File: config.mk
export PLATFORM = sky130hd
export DESIGN_NAME = dram_strobe_map
export DESIGN_NICKNAME = d
export VERILOG_FILES = /design/src/shared/dram_map_pkg.sv /design/src/hw/dram_strobe_map.sv
export SDC_FILE = /design/constraint.sdc
export NUM_CORES = 1
export LEC_CHECK = 0
export BUFFER_PORTS_ARGS = -buffer_cell sky130_fd_sc_hd__buf_4
export CORE_MARGIN = 2
export CORE_UTILIZATION = 39
export DETAILED_ROUTE_END_ITERATION = 10
export RECOVER_POWER = 100
export SLEW_MARGIN = 10
export SYNTH_ARGS = -nofsm -noshare
export SYNTH_HDL_FRONTEND = slang
export SYNTH_SLANG_ARGS = --single-unit
export TNS_END_PERCENT = 100
File: constraint.sdc
create_clock -name clk_i -period 2.7 [get_ports clk_i]
set_input_delay 0.27 -clock clk_i [delete_from_list [all_inputs] [get_ports clk_i]]
set_output_delay 0.27 -clock clk_i [all_outputs]
set_load 0.02 [all_outputs]
File: src/shared/dram_map_pkg.sv
// constants and carrier types for the dram strobe map and page address block
package dram_map_pkg;

  localparam logic [7:0] area4_control_offset = 8'h00;
  localparam logic [7:0] area5_control_offset = 8'h04;
  localparam logic [7:0] status_offset = 8'h08;

  localparam int enable_bit = 0;
  localparam int arrangement_bit = 1;
  localparam int page_mode_bit = 2;
  localparam int narrow_bus_bit = 3;
  localparam int page_size_lsb = 4;
  localparam int page_size_msb = 7;

  localparam int page_hit_bit = 0;
  localparam int reserved_seen_bit = 1;

  localparam logic [7:0] control_reset = 8'h00;

  localparam logic [3:0] page_256 = 4'h0;
  localparam logic [3:0] page_512 = 4'h1;
  localparam logic [3:0] page_1024 = 4'h2;
  localparam logic [3:0] page_4096 = 4'h3;

  localparam logic [4:0] shift_256 = 5'h08;
  localparam logic [4:0] shift_512 = 5'h09;
  localparam logic [4:0] shift_1024 = 5'h0a;
  localparam logic [4:0] shift_4096 = 5'h0c;

  localparam int area_count = 2;

  typedef struct packed {
    logic [3:0] page_size_select;
    logic narrow_bus;
    logic page_mode;
    logic one_cas_two_we;
    logic dram_area_enable;
  } control_type;

  typedef struct packed {
    logic row_strobe_n;
    logic low_column_select_n;
    logic high_column_select_n;
    logic dram_write_n;
  } area_pins_type;

  localparam area_pins_type pins_idle = 4'hf;

endpackage : dram_map_pkg

File: src/hw/dram_strobe_map.sv
// dram strobe mapping, lane steering, row address slicing and page hit check
// Function
// - area 4 row strobe pin one, area 5 pin two
// - 16-bit 2cas/1we: column pins are low/high cas
// - 16-bit 1cas/2we: cas, low we, high we
// - 8-bit: both column pins cas, write pin we
// - 16-bit: address bit 0 picks lower/upper strobe
// - page codes 0 to 3 valid, rest reserved
// - row phase outputs page-size address slice
// - page hit compares upper bits, bus dependent
// - even bytes lower lane, odd upper on 16-bit
// - only areas 4 and 5, enabled per area
// - control bit selects strobe arrangement
//
// Implementation choices: register access over Wishbone and the placing of the registers.
`timescale 1ns/1ps
module dram_strobe_map (
  input wire logic clk_i,
  input wire logic rst_i,
  input wire logic cyc_i,
  input wire logic stb_i,
  input wire logic we_i,
  input wire logic [7:0] adr_i,
  input wire logic [3:0] sel_i,
  input wire logic [31:0] dat_i,
  output logic [31:0] dat_o,
  output logic ack_o,
  input wire logic access_area5_i,
  input wire logic row_phase_i,
  input wire logic column_phase_i,
  input wire logic access_write_i,
  input wire logic [31:0] access_addr_i,
  output logic [31:0] dram_addr_o,
  output logic page_hit_o,
  output logic area4_row_strobe_pin_n_o,
  output logic area5_row_strobe_pin_n_o,
  output logic area4_low_column_select_pin_n_o,
  output logic area4_high_column_select_pin_n_o,
  output logic area5_low_column_select_pin_n_o,
  output logic area5_high_column_select_pin_n_o,
  output logic area4_dram_write_pin_n_o,
  output logic area5_dram_write_pin_n_o,
  output logic lower_lane_write_strobe_n_o,
  output logic upper_lane_write_strobe_n_o
);

  typedef enum logic [2:0] {
    bus_idle = 3'h1,
    bus_ack = 3'h2,
    bus_wait = 3'h4
  } bus_state_type;

  dram_map_pkg::control_type area4_dram_control;
  dram_map_pkg::control_type area5_dram_control;
  dram_map_pkg::control_type next_area4_dram_control;
  dram_map_pkg::control_type next_area5_dram_control;
  dram_map_pkg::control_type active;
  bus_state_type bus_state;
  bus_state_type next_bus_state;
  logic [31:0] next_dat;
  logic reserved_seen;
  logic next_reserved_seen;
  logic next_page_hit;
  logic [31:0] next_dram_addr;
  logic [31:0] last_addr [dram_map_pkg::area_count];
  logic [31:0] next_last_addr [dram_map_pkg::area_count];
  logic [dram_map_pkg::area_count-1:0] last_valid;
  logic [dram_map_pkg::area_count-1:0] next_last_valid;
  dram_map_pkg::area_pins_type pins [dram_map_pkg::area_count];
  dram_map_pkg::area_pins_type next_pins [dram_map_pkg::area_count];
  logic next_lower_lane;
  logic next_upper_lane;
  logic lower_lane;
  logic upper_lane;
  logic code_ok;
  logic [4:0] row_shift;
  logic [4:0] cmp_shift;
  logic [31:0] diff;
  logic idx;
  logic sel_lo;
  logic sel_hi;
  logic take;

  // register bus: one wait state, ack for one cycle, then released
  always_comb
  begin
    take = cyc_i && stb_i && (bus_state == bus_idle);
    next_bus_state = bus_state;
    next_dat = dat_o;
    next_area4_dram_control = area4_dram_control;
    next_area5_dram_control = area5_dram_control;
    case (bus_state)
      bus_idle:
      begin
        if (take)
        begin
          next_bus_state = bus_ack;
        end
      end
      bus_ack:
      begin
        next_bus_state = bus_wait;
      end
      bus_wait:
      begin
        if (!(cyc_i && stb_i))
        begin
          next_bus_state = bus_idle;
        end
      end
      default:
      begin
        next_bus_state = bus_idle;
      end
    endcase
    if (take)
    begin
      case (adr_i)
        dram_map_pkg::area4_control_offset:
        begin
          next_dat = {24'h000000, area4_dram_control};
          if (we_i && sel_i[0])
          begin
            next_area4_dram_control = dat_i[7:0];
          end
        end
        dram_map_pkg::area5_control_offset:
        begin
          next_dat = {24'h000000, area5_dram_control};
          if (we_i && sel_i[0])
          begin
            next_area5_dram_control = dat_i[7:0];
          end
        end
        dram_map_pkg::status_offset:
        begin
          next_dat = {30'h00000000, reserved_seen, page_hit_o};
        end
        default:
        begin
          next_dat = 32'h00000000;
        end
      endcase
    end
  end

  assign ack_o = (bus_state == bus_ack);

  // datapath: pick the area, slice the address, map the strobes
  always_comb
  begin
    idx = access_area5_i;
    active = idx ? area5_dram_control : area4_dram_control;
    code_ok = 1'b1;
    case (active.page_size_select)
      dram_map_pkg::page_256:
      begin
        row_shift = dram_map_pkg::shift_256;
      end
      dram_map_pkg::page_512:
      begin
        row_shift = dram_map_pkg::shift_512;
      end
      dram_map_pkg::page_1024:
      begin
        row_shift = dram_map_pkg::shift_1024;
      end
      dram_map_pkg::page_4096:
      begin
        row_shift = dram_map_pkg::shift_4096;
      end
      default:
      begin
        row_shift = dram_map_pkg::shift_256;
        code_ok = 1'b0;
      end
    endcase
    cmp_shift = active.narrow_bus ? row_shift : row_shift + 5'h01;
    diff = (access_addr_i ^ last_addr[idx]) >> cmp_shift;
    next_page_hit = page_hit_o;
    next_dram_addr = dram_addr_o;
    next_last_addr = last_addr;
    next_last_valid = last_valid;
    next_reserved_seen = reserved_seen;
    if (take && we_i && (adr_i == dram_map_pkg::status_offset) && sel_i[0]
        && dat_i[dram_map_pkg::reserved_seen_bit])
    begin
      next_reserved_seen = 1'b0;
    end
    if ((row_phase_i || column_phase_i) && active.dram_area_enable && !code_ok)
    begin
      next_reserved_seen = 1'b1;
    end
    if (row_phase_i && active.dram_area_enable && code_ok)
    begin
      // row slice on low address lines
      next_dram_addr = {access_addr_i[31:16], 16'(access_addr_i >> row_shift)};
      next_page_hit = active.page_mode && last_valid[idx] && (diff == 32'h00000000);
      next_last_addr[idx] = access_addr_i;
      next_last_valid[idx] = 1'b1;
    end
    else if (column_phase_i && active.dram_area_enable && code_ok)
    begin
      next_dram_addr = access_addr_i;
    end
    for (int a = 0; a < dram_map_pkg::area_count; a++)
    begin
      next_pins[a] = dram_map_pkg::pins_idle;
    end
    next_lower_lane = 1'b0;
    next_upper_lane = 1'b0;
    sel_lo = !access_addr_i[0];
    sel_hi = access_addr_i[0];
    if ((row_phase_i || column_phase_i) && active.dram_area_enable && code_ok)
    begin
      // row strobe of the selected area
      next_pins[idx].row_strobe_n = 1'b0;
      if (column_phase_i)
      begin
        if (active.narrow_bus)
        begin
          // both column pins as one cas
          next_pins[idx].low_column_select_n = 1'b0;
          next_pins[idx].high_column_select_n = 1'b0;
          next_pins[idx].dram_write_n = !access_write_i;
          next_lower_lane = access_write_i;
        end
        else
        begin
          if (active.one_cas_two_we)
          begin
            next_pins[idx].low_column_select_n = 1'b0;
            next_pins[idx].high_column_select_n = !(access_write_i && sel_lo);
            next_pins[idx].dram_write_n = !(access_write_i && sel_hi);
          end
          else
          begin
            next_pins[idx].low_column_select_n = !sel_lo;
            next_pins[idx].high_column_select_n = !sel_hi;
            next_pins[idx].dram_write_n = !access_write_i;
          end
          // even bytes lower lane, odd upper
          next_lower_lane = access_write_i && sel_lo;
          next_upper_lane = access_write_i && sel_hi;
        end
      end
    end
  end

  always_ff @(posedge clk_i)
  begin
    if (rst_i)
    begin
      bus_state <= bus_idle;
      dat_o <= 32'h00000000;
      area4_dram_control <= dram_map_pkg::control_reset;
      area5_dram_control <= dram_map_pkg::control_reset;
      reserved_seen <= 1'b0;
      page_hit_o <= 1'b0;
      dram_addr_o <= 32'h00000000;
      last_valid <= '0;
      lower_lane <= 1'b0;
      upper_lane <= 1'b0;
      for (int a = 0; a < dram_map_pkg::area_count; a++)
      begin
        last_addr[a] <= 32'h00000000;
        pins[a] <= dram_map_pkg::pins_idle;
      end
    end
    else
    begin
      bus_state <= next_bus_state;
      dat_o <= next_dat;
      area4_dram_control <= next_area4_dram_control;
      area5_dram_control <= next_area5_dram_control;
      reserved_seen <= next_reserved_seen;
      page_hit_o <= next_page_hit;
      dram_addr_o <= next_dram_addr;
      last_valid <= next_last_valid;
      lower_lane <= next_lower_lane;
      upper_lane <= next_upper_lane;
      for (int a = 0; a < dram_map_pkg::area_count; a++)
      begin
        last_addr[a] <= next_last_addr[a];
        pins[a] <= next_pins[a];
      end
    end
  end

  assign area4_row_strobe_pin_n_o = pins[0].row_strobe_n;
  assign area5_row_strobe_pin_n_o = pins[1].row_strobe_n;
  assign area4_low_column_select_pin_n_o = pins[0].low_column_select_n;
  assign area4_high_column_select_pin_n_o = pins[0].high_column_select_n;
  assign area5_low_column_select_pin_n_o = pins[1].low_column_select_n;
  assign area5_high_column_select_pin_n_o = pins[1].high_column_select_n;
  assign area4_dram_write_pin_n_o = pins[0].dram_write_n;
  assign area5_dram_write_pin_n_o = pins[1].dram_write_n;
  assign lower_lane_write_strobe_n_o = !lower_lane;
  assign upper_lane_write_strobe_n_o = !upper_lane;

endmodule : dram_strobe_map

; ---- Word level (Yosys, flattened, before mapping)
; Memory sizes are Yosys's and may differ from the RTL's.
; Index checks and enable logic that the tools add are counted.
[totals]
regBits = 153
latchBits = 0
ramBits = 8
romBits = 0
input_bits = 85
out_inout_bits = 76
word_cells = 133
mem_count = 1
[classes]
addsub = 1
multipliers = 0
n_div = 0
n_lt_le_gt_ge = 4
eq_ne = 10
shifts = 2
n_mux = 48
bitwise_logic = 8
reduce_logical = 39
[memory_table]
columns = name, depth, word_bits, rd, rd_clocked_by_memory_dff, write_ports, line
row1 = pins, 2, 4, 2, 0, 2, dram_strobe_map.sv:69  ; dram_map_pkg::area_pins_type pins [dram_map_pkg::area_count];
[ops]
columns = op, count
row1 = 32-bit 2-to-1 mux, 6
row2 = 64-bit bitwise mux, 1
row3 = 8-bit bitwise mux, 8
row4 = 8-bit 2-to-1 mux, 5
row5 = 32-bit demux with 1-bit select, 1
row6 = 32-bit logical NOT, 1
row7 = 32-bit by 5-bit right shift with 16-bit output, 1
row8 = 32-bit by 5-bit right shift with 32-bit output, 1
row9 = 32-bit XOR, 1
row10 = 8-bit one-hot mux with 3 select lines, 1
row11 = 1-bit logical AND, 20
row12 = 3-bit one-hot mux with 3 select lines, 2
row13 = 4-bit demux with 1-bit select, 4
row14 = 4-bit 2-to-1 mux, 3
row15 = 1-bit 2-to-1 mux, 11
row16 = 3-bit 2-to-1 mux, 3
row17 = "4-bit by 2-bit == test with 1-bit output, second input constant", 2
row18 = "8-bit by 3-bit == test with 1-bit output, second input constant", 1
row19 = "8-bit by 4-bit == test with 1-bit output, second input constant", 1
row20 = 8-bit logical NOT, 1
row21 = 8-bit NOT, 1
row22 = 4-bit OR reduction, 2
row23 = 1-bit logical NOT, 7
row24 = 3-bit AND reduction, 2
row25 = 22 further kinds, 26

; ---- Depth between registers and ports, before layout
; Gate-level depths: netlist of the first run.
[logic_depth]
depth_word = 14
mapped_depth = 14
ltp_nobuf = 11

; ---- Least setup slack after synthesis of the first run
; Ideal clock, no wire load.
[synth_timing]
kind = input to register
start = in access_area5_i
end = reg page_hit_o
setup_ns = 0.120
arrival_time_ns = 2.353
path_slack_ns = 0.227
stages = 14
path_buffers = 3
path_cell_list = buf_6 > nor3b_4 > or2_1 > buf_4 > o21ai_2 > buf_6 > inv_1 > ha_1 > ha_1 > nand2_1 > o21ai_0 > o2111ai_1 > a221oi_1 > a211o_1
[synth_via]
elab_chain_cells = 8
elab_cells_between_ends = 23
cone_classes = 1 x add/sub / 3 x eq/ne / 1 x shift / 9 x mux / 2 x bitwise / 7 x reduce/logical
[synth_lines]
columns = element, line
row1 = "start, declared", dram_strobe_map.sv:28  ; input wire logic access_area5_i,
row2 = 8-bit 2-to-1 mux / 1-bit NOT with 2-bit output (equally long branches), "dram_strobe_map.sv:153, dram_strobe_map.sv:179"
row3 = 4-bit by 2-bit == test with 1-bit output (tied with other cells), dram_strobe_map.sv:155  ; case (active.page_size_select)
row4 = 3-bit one-hot mux with 3 select lines / 32-bit 2-to-1 mux (equally long branches), "dram_strobe_map.sv:155, dram_strobe_map.sv:179"
row5 = 5-bit by 1-bit adder with 5-bit output / 32-bit 2-to-1 mux (equally long branches), "dram_strobe_map.sv:178, dram_strobe_map.sv:179"
row6 = 5-bit 2-to-1 mux / 32-bit XOR (equally long branches), "dram_strobe_map.sv:178, dram_strobe_map.sv:179"
row7 = 32-bit by 5-bit right shift with 32-bit output, dram_strobe_map.sv:179  ; diff = (access_addr_i ^ last_addr[idx]) >> cmp_shift;
row8 = 32-bit logical NOT, dram_strobe_map.sv:198  ; next_page_hit = active.page_mode && last_valid[idx] && (diff == 32'h00000000);
row9 = 1-bit logical AND, dram_strobe_map.sv:198
row10 = "end signal, assigned", dram_strobe_map.sv:277  ; page_hit_o <= next_page_hit;
row11 = "end, declared", dram_strobe_map.sv:34  ; output logic page_hit_o,
; Parallel ways exist; a longest one is shown, timed or not. The select of a mux whose other input is x is not followed.
; A chain may end at the register's enable or synchronous reset.

; ---- Final worst setup path of the first run
[layout_timing]
start = reg area5_dram_control[6] (netlist name)
end = reg dram_addr_o[8]
[layout_via]
elab_chain_cells = 6
elab_cells_between_ends = 13
cone_classes = 3 x eq/ne / 1 x shift / 4 x mux / 5 x reduce/logical
[layout_lines]
columns = element, line
row1 = "start, declared", dram_strobe_map.sv:54  ; dram_map_pkg::control_type area5_dram_control;
row2 = "start signal, assigned", dram_strobe_map.sv:257  ; area5_dram_control <= dram_map_pkg::control_reset;
row3 = "start signal, assigned", dram_strobe_map.sv:275  ; area5_dram_control <= next_area5_dram_control;
row4 = 8-bit 2-to-1 mux (*), dram_strobe_map.sv:153  ; active = idx ? area5_dram_control : area4_dram_control;
row5 = branches (longest 5 deep; another with 32-bit by 5-bit right shift with 16-bit output), n/a
row6 = "end signal, assigned", dram_strobe_map.sv:278  ; dram_addr_o <= next_dram_addr;
row7 = "end, declared", dram_strobe_map.sv:33  ; output logic [31:0] dram_addr_o,
; Every way passes the cells marked *.

==> run_results.csv, run 1 <==
group,metric,value,unit
yosys,ys.flop_type,"dfxtp_1",
pwr,power_density,578,nW/um2
cts,clkSinkCount,121,
cells_and_area,num_antenna_cells,0,
pwr,peakVddDrop,457,uV
yosys,ys_types,57,
place,placed_cells,1054,
cts,htreeDepth,4,
sta,maxSlewViolCount,0,
cells_and_area,layout.cells.non_filler,1084,
yosys,ys.warnings.count,0,
hold_path,hp-start,"access_addr_i[0]",
die,die_width,129,um
routing,highest_layer,"met4",
sta,max-slew-margin-rel,6.75,%
cts,clock_path_buffers,2,
yosys,synthCells,767,
critical_path,path_class,"reg -> reg",
cells_and_area,drive_above_1_share,13.6,%
cts,numCtsBuffers,17,
sta,fin_crit_sh,90.7,%
yosys,ys_seq_area_share,39.6,%
cts,hold_buffers,0,
cts,post_cts_resized,0,
routing,num_vias,5459,
routing,drt_wl_total,16.8,mm
grt,antenna_found_initial,0,
sta,finClkSkew,9.72,ps
die,rows,45,
yosys,synth_top_area_share,39.6,%
place,numPortBuffers,109,
yosys,syn_area_per_cell,7.98,um2
place,hpwl,11.6,mm
routing,routed_via_density,5.04,
critical_path,r2r_setup_slack,250,ps
hold_path,min_to,"lower_lane",
critical_path,path_max_fanout,21,
yosys,synth.top_cells.by_count,"nand2_1, dfxtp_1, a21oi_1",
grt,grt_max_degree,58,
sta,rsz0062_at_grt,"false",
die,core_area,15300,um2
critical_path,worst-r2r-cell-count,9,
routing,dr.pass1.iters,5,
pwr,power.total,4.26,mW
routing,wl_met1,8.15,mm
place,gp_congestion,0.875,
yosys,async_flop_share,0,%
hold_path,whs_path_depth,2,
grt,grt_first_pass_wirelength,26.3,mm
sta,final_hold_viol_count,0,
grt,grt.overflow.total,0,
critical_path,r2r_end,"dram_addr_o[8]",
cts,clock_insertion_delay_worst_skew,420,ps
outcome,status,"finished, final reports clean",
grt,grt_pass1_vias,4934,
hold_path,worstHoldPathType,"in -> reg",
yosys,syn_area,6120,um2
cells_and_area,syn_to_final_growth,20.3,%
cells_and_area,regArea,2420,um2
yosys,synth.area.top_cells,"dfxtp_1, nand2_1, mux2i_1",
routing,wl_met2,7.45,mm
cells_and_area,multi_input_area,3290,um2
cts,path_clk_slew,50,ps
sta,tns,0,ps
die,dieHeight,129,um
pwr,cellLeakagePower,2.86,nW
routing,drtAntennaViolNets,0,
die,die_area,16700,um2
routing,wl_per_cell,15.5,um
grt,grt_usage,20.5,%
cts,cts_tree,"done",
yosys,synth_top_area_cell,"dfxtp_1",
routing,post-route-drc-count,0,
job,maxCapViolCount,0,
cts,post-cts-setup-buffer-count,0,
critical_path,crit_required,3060,ps
critical_path,worstPathArrival,2810,ps
yosys,yosysMostFrequentCell,"nand2_1",
yosys,synth-seq-cells,121,
sta,layout_setup_ws,250,ps
cts,cts-root-buf,"clkbuf_16",
sta,worstMarginPinSlew,1400,ps
die,start_util,40.1,%
routing,drt_iter0_markers,417,
cells_and_area,final_nets,949,
critical_path,endpoint_kind,"flop",
critical_path,critPathLaunchType,"flop",
die,io_pins,161,
yosys,synth-edff-count,0,
cells_and_area,n_fill_cell,1554,
routing,routed-wl-met3,909,um
sta,min_period,2450,ps
sta,setup_violations,0,
critical_path,reg2reg_from,"area5_dram_control[6]",
sta,fmax,408,MHz
place,dp_slack,211,ps
==> report_power, final <==
| part | switching (mW) | leakage [nW] | total, mW | internal, mW |
|---|---|---|---|---|
| Clock | 0.799 | 0.274 | 2.18 | 1.38 |
| Combinational | 0.176 | 1.61 | 0.286 | 0.109 |
| Sequential | 0.00108 | 0.975 | 1.79 | 1.79 |
==> metrics by stage <==
step / cell area [um2] / utilization, % / hold slack [ps]
finish: 7370 / 48.3 / 90.6
global route: 7370 / 48.3 / 97.4
CTS: 7600 / 49.8 / 71.0
detailed placement: 7040 / 46.2 / 446
global placement: 7040 / 46.2 / 442
floorplan: 6210 / - / 358
==> worst max-delay path, stage by stage, from the launching register on <==
cell	delay [ps]
dfxtp_1	420
nor3b_4	70
buf_4	140
o22ai_4	210
clkbuf_4	420
mux2i_1	160
mux2i_1	220
mux2i_1	130
a2111oi_1	470
a31o_1	150
==> cell type report <==
type	instances	share of cell area, %
sequential	121	32.9
tap	211	3.58
inverter	10	0.510
multi-input combinational	579	44.6
clock buffer	21	6.25
timing repair buffer	133	10.8
clock inverter	9	1.36
==> state kept, by name, indices dropped and copies added, names as in the netlist <==
name	flops
page_hit_o	1
pins	8
upper_lane	1
dat_o	8
dram_addr_o	32
area5_dram_control	8
lower_lane	1
bus_state	3
reserved_seen	1
last_addr	48
area4_dram_control	8
last_valid	2
==> cells by family after synthesis <==
group                    Yosys count  synth area share (%)
AO/OA/AOI/OAI                    166                  16.1
XOR/XNOR                          26                  3.84
adder cells (fa/ha/maj)            2                 0.409
buffers and inverters             90                  8.05
flip-flops                       121                  39.6
multiplexers                      70                  11.7
other                              1                0.0612
AND/OR/NAND/NOR                  291                  20.3
==> routing by layer <==
metal / vias to the layer above / GRT usage (%)
met5: - / 0
met4: 0 / 7.48
met3: 19 / 5.00
met2: 147 / 31.0
met1: 2534 / 28.4
li1: 2759 / -
==> cells in the final DEF, fill, tap and decap left out, drive strengths merged, types with 3 or more instances in the layout <==
cell,netlist,routed
nand4,4,4
dfxtp,121,121
xnor2,17,17
o21a,4,4
a211oi,10,10
mux2,8,8
nor3b,6,6
conb,1,24
nor3,4,4
clkinv,0,5
xor2,9,9
clkbuf,36,80
nand3,23,23
o211ai,3,3
mux2i,62,62
o21ai,27,27
and3,3,3
a22oi,3,3
nor2,40,40
nand2,195,195
a32o,3,3
a211o,5,5
a221oi,4,4
buf,44,74
a21oi,96,96
inv,10,10
==> how the worst max path moves through the flow <==
stage | endpoint | slack [ps] | startpoint | cells after the start
after floorplan | page_hit_o | 230 | access_area5_i | 14
after CTS | page_hit_o | 320 | area5_dram_control[6] | 11
after global routing | page_hit_o | 60 | area5_dram_control[6] | 11
after detailed placement | page_hit_o | 210 | access_area5_i | 12
after global placement | page_hit_o | 210 | access_area5_i | 12
final | dram_addr_o[8] | 250 | area5_dram_control[6] | 9
(Power assumes the default switching activity.)
==> run 2, diff against run 1 <==
Settings changed: BUFFER_PORTS_ARGS -buffer_cell sky130_fd_sc_hd__buf_4 to not set, DONT_BUFFER_PORTS set to 1.
==> run 2 against run 1 <==
Against the previous run: sequential share of layout area increased by 1.1 points; fmax increased by 0.44%; register-to-register slack about the same; first-iteration DRC count decreased by 6.5%; worst setup slack improved by 11 ps; non-clock buffer count decreased by 83.
==> run_results.csv, run 2 (synthesis results as in run 1) <==
group,metric,value,unit
sta,final_hold_viol_count,0,
critical_path,cp.buffers_inverters,1,
critical_path,r2r_setup_slack,260,ps
outcome,status,"finished, final reports clean",
cells_and_area,final_core_util,46.7,%
job,maxCapViolCount,0,
critical_path,critical_path.cell_chain,"nor3b_4 > or2_1 > o21ai_2 > inv_1 > ha_1 > ha_1 > nand2_1 > o21ai_0 > o2111ai_1 > a221oi_1 > a211o_1",
cells_and_area,final_nets,866,
grt,grt_usage,20.8,%
pwr,power_density,625,nW/um2
routing,routed_via_density,5.20,
grt,grt_max_degree,96,
cells_and_area,reg_top3,"last_addr x48, dram_addr_o x32",
cells_and_area,regArea,2420,um2
critical_path,reg2reg_from,"area5_dram_control[7]",
grt,antenna_found_initial,0,
cells_and_area,multi_input_area,3290,um2
pwr,cellLeakagePower,2.69,nW
routing,drtAntennaViolNets,0,
cts,clock_insertion_delay_worst_skew,420,ps
die,dieHeight,129,um
critical_path,cp_slowest_stage_delay,420,ps
sta,tns,0,ps
sta,fmax,410,MHz
critical_path,crit_slowest_cell,"dfxtp_1",
critical_path,crit_required,3010,ps
die,io_pins,161,
cells_and_area,n_fill_cell,1509,
cts,clock_path_buffers,2,
critical_path,critPathLaunchType,"flop",
cells_and_area,largest-register,"last_addr",
cells_and_area,drive_above_1_share,7.20,%
place,placed_cells,936,
cts,htreeDepth,4,
cells_and_area,syn_to_final_growth,16.4,%
routing,drt_iter0_markers,390,
grt,grt_pass1_vias,4789,
die,start_util,40.1,%
grt,grt.overflow.total,0,
die,rows,45,
cts,cts_tree,"done",
pwr,peakVddDrop,446,uV
sta,min_period,2440,ps
sta,layout_setup_ws,261,ps
place,numPortBuffers,0,
critical_path,cpLargestDelayFamily,"compound AO/OA/AOI/OAI gates",
sta,fin_crit_sh,90.4,%
routing,post-route-drc-count,0,
sta,rsz0062_at_grt,"false",
critical_path,path_max_fanout,7,
critical_path,r2r_end,"page_hit_o",
cells_and_area,layout.cells.non_filler,1003,
critical_path,worstPathArrival,2750,ps
cells_and_area,final_common_cell,"nand2_1",
routing,dr.pass1.iters,6,
die,die_area,16700,um2
routing,drt_wl_total,17.0,mm
cells_and_area,layout_common_cells,"nand2_1, dfxtp_1, a21oi_1",
place,dpl_cell_area,6140,um2
critical_path,path_depth,11,
routing,num_vias,5219,
cells_and_area,num_antenna_cells,0,
place,dp_slack,289,ps
critical_path,endpoint,"page_hit_o",
critical_path,worstSetupStartpoint,"area5_dram_control[7]",
routing,wl_per_cell,17.0,um
cts,path_clk_slew,60,ps
cells_and_area,fin_area,7130,um2
sta,maxSlewViolCount,0,
critical_path,worst-r2r-cell-count,11,
hold_path,worstHoldPathType,"in -> reg",
pwr,power.total,4.45,mW
cts,numCtsBuffers,17,
sta,finClkSkew,5.97,ps
sta,setup_violations,0,
cts,post-cts-setup-buffer-count,0,
sta,holdWs,53.4,ps
cts,cts-root-buf,"clkbuf_16",
critical_path,path_class,"reg -> reg",
die,core_area,15300,um2
sta,max-slew-margin-rel,12.4,%
place,gp_congestion,0.858,
place,hpwl,11.0,mm
die,die_width,129,um
cts,clkSinkCount,121,
sta,worstMarginPinSlew,1310,ps
grt,grt_first_pass_wirelength,26.7,mm
cells_and_area,largest_reg_flops,48,
critical_path,worst_path_most_repeated_cell,"ha_1",
critical_path,endpoint_kind,"flop",
-- run 2: changes by cell type in the layout (fill, tap and decap cells not counted), sizes merged --
cell         previous run  this run
clkinv                  5         2
buf                    74        12
bufinv                  2         4
clkinvlp                2         1
clkbuf                 80        29
dlygate4sd3             0        34
-- run 2: timing repair --
action                    CTS  global route
resized for setup           0             0
hold buffers               35             0
hold endpoints to repair  102             0
-- run 2: report_power, final --
group,switching [mW],leakage (nW),internal [mW]
combinational,0.127,1.41,0.0868
clock,0.811,0.307,1.64
sequential,0.00109,0.975,1.79
total,0.939,2.69,3.51
-- run 2: cell type report --
cell class,count,share of cell area [%]
Sequential cell,121,34.0
Tap cell,211,3.70
Timing Repair Buffer,50,6.69
Inverter,10,0.527
Clock inverter,7,1.93
Clock buffer,25,6.95
Multi-Input combinational cell,579,46.2
-- run 2: per-layer routing --
metal | up-vias | routed length, um | global-route usage, %
met4 | 0 | 290 | 6.84
met5 | - | 0 | 0
li1 | 2597 | - | -
met2 | 162 | 7790 | 31.8
met1 | 2437 | 7720 | 28.1
met3 | 23 | 1220 | 6.48
-- run 2: worst register-to-register path: cells and delay by family (launching register included) --
family,cells,cell delay [ps]
flip-flops,1,420
AO/OA/AOI/OAI,5,880
AND/OR/NAND/NOR,3,460
buffers and inverters,1,80
adder cells (fa/ha/maj),2,500
-- run 2: worst min-delay path by stage --
stage / startpoint / endpoint / slack [ps] / cells past startpoint
after floorplan: rst_i / bus_state[2] / 360 / 1
after global placement: rst_i / area4_dram_control[2] / 350 / 1
after detailed placement: rst_i / area5_dram_control[3] / 350 / 1
after CTS: access_area5_i / pins[0][3] / 40 / 2
after global routing: access_addr_i[4] / dram_addr_o[4] / 50 / 2
final: access_addr_i[12] / dram_addr_o[12] / 50 / 2
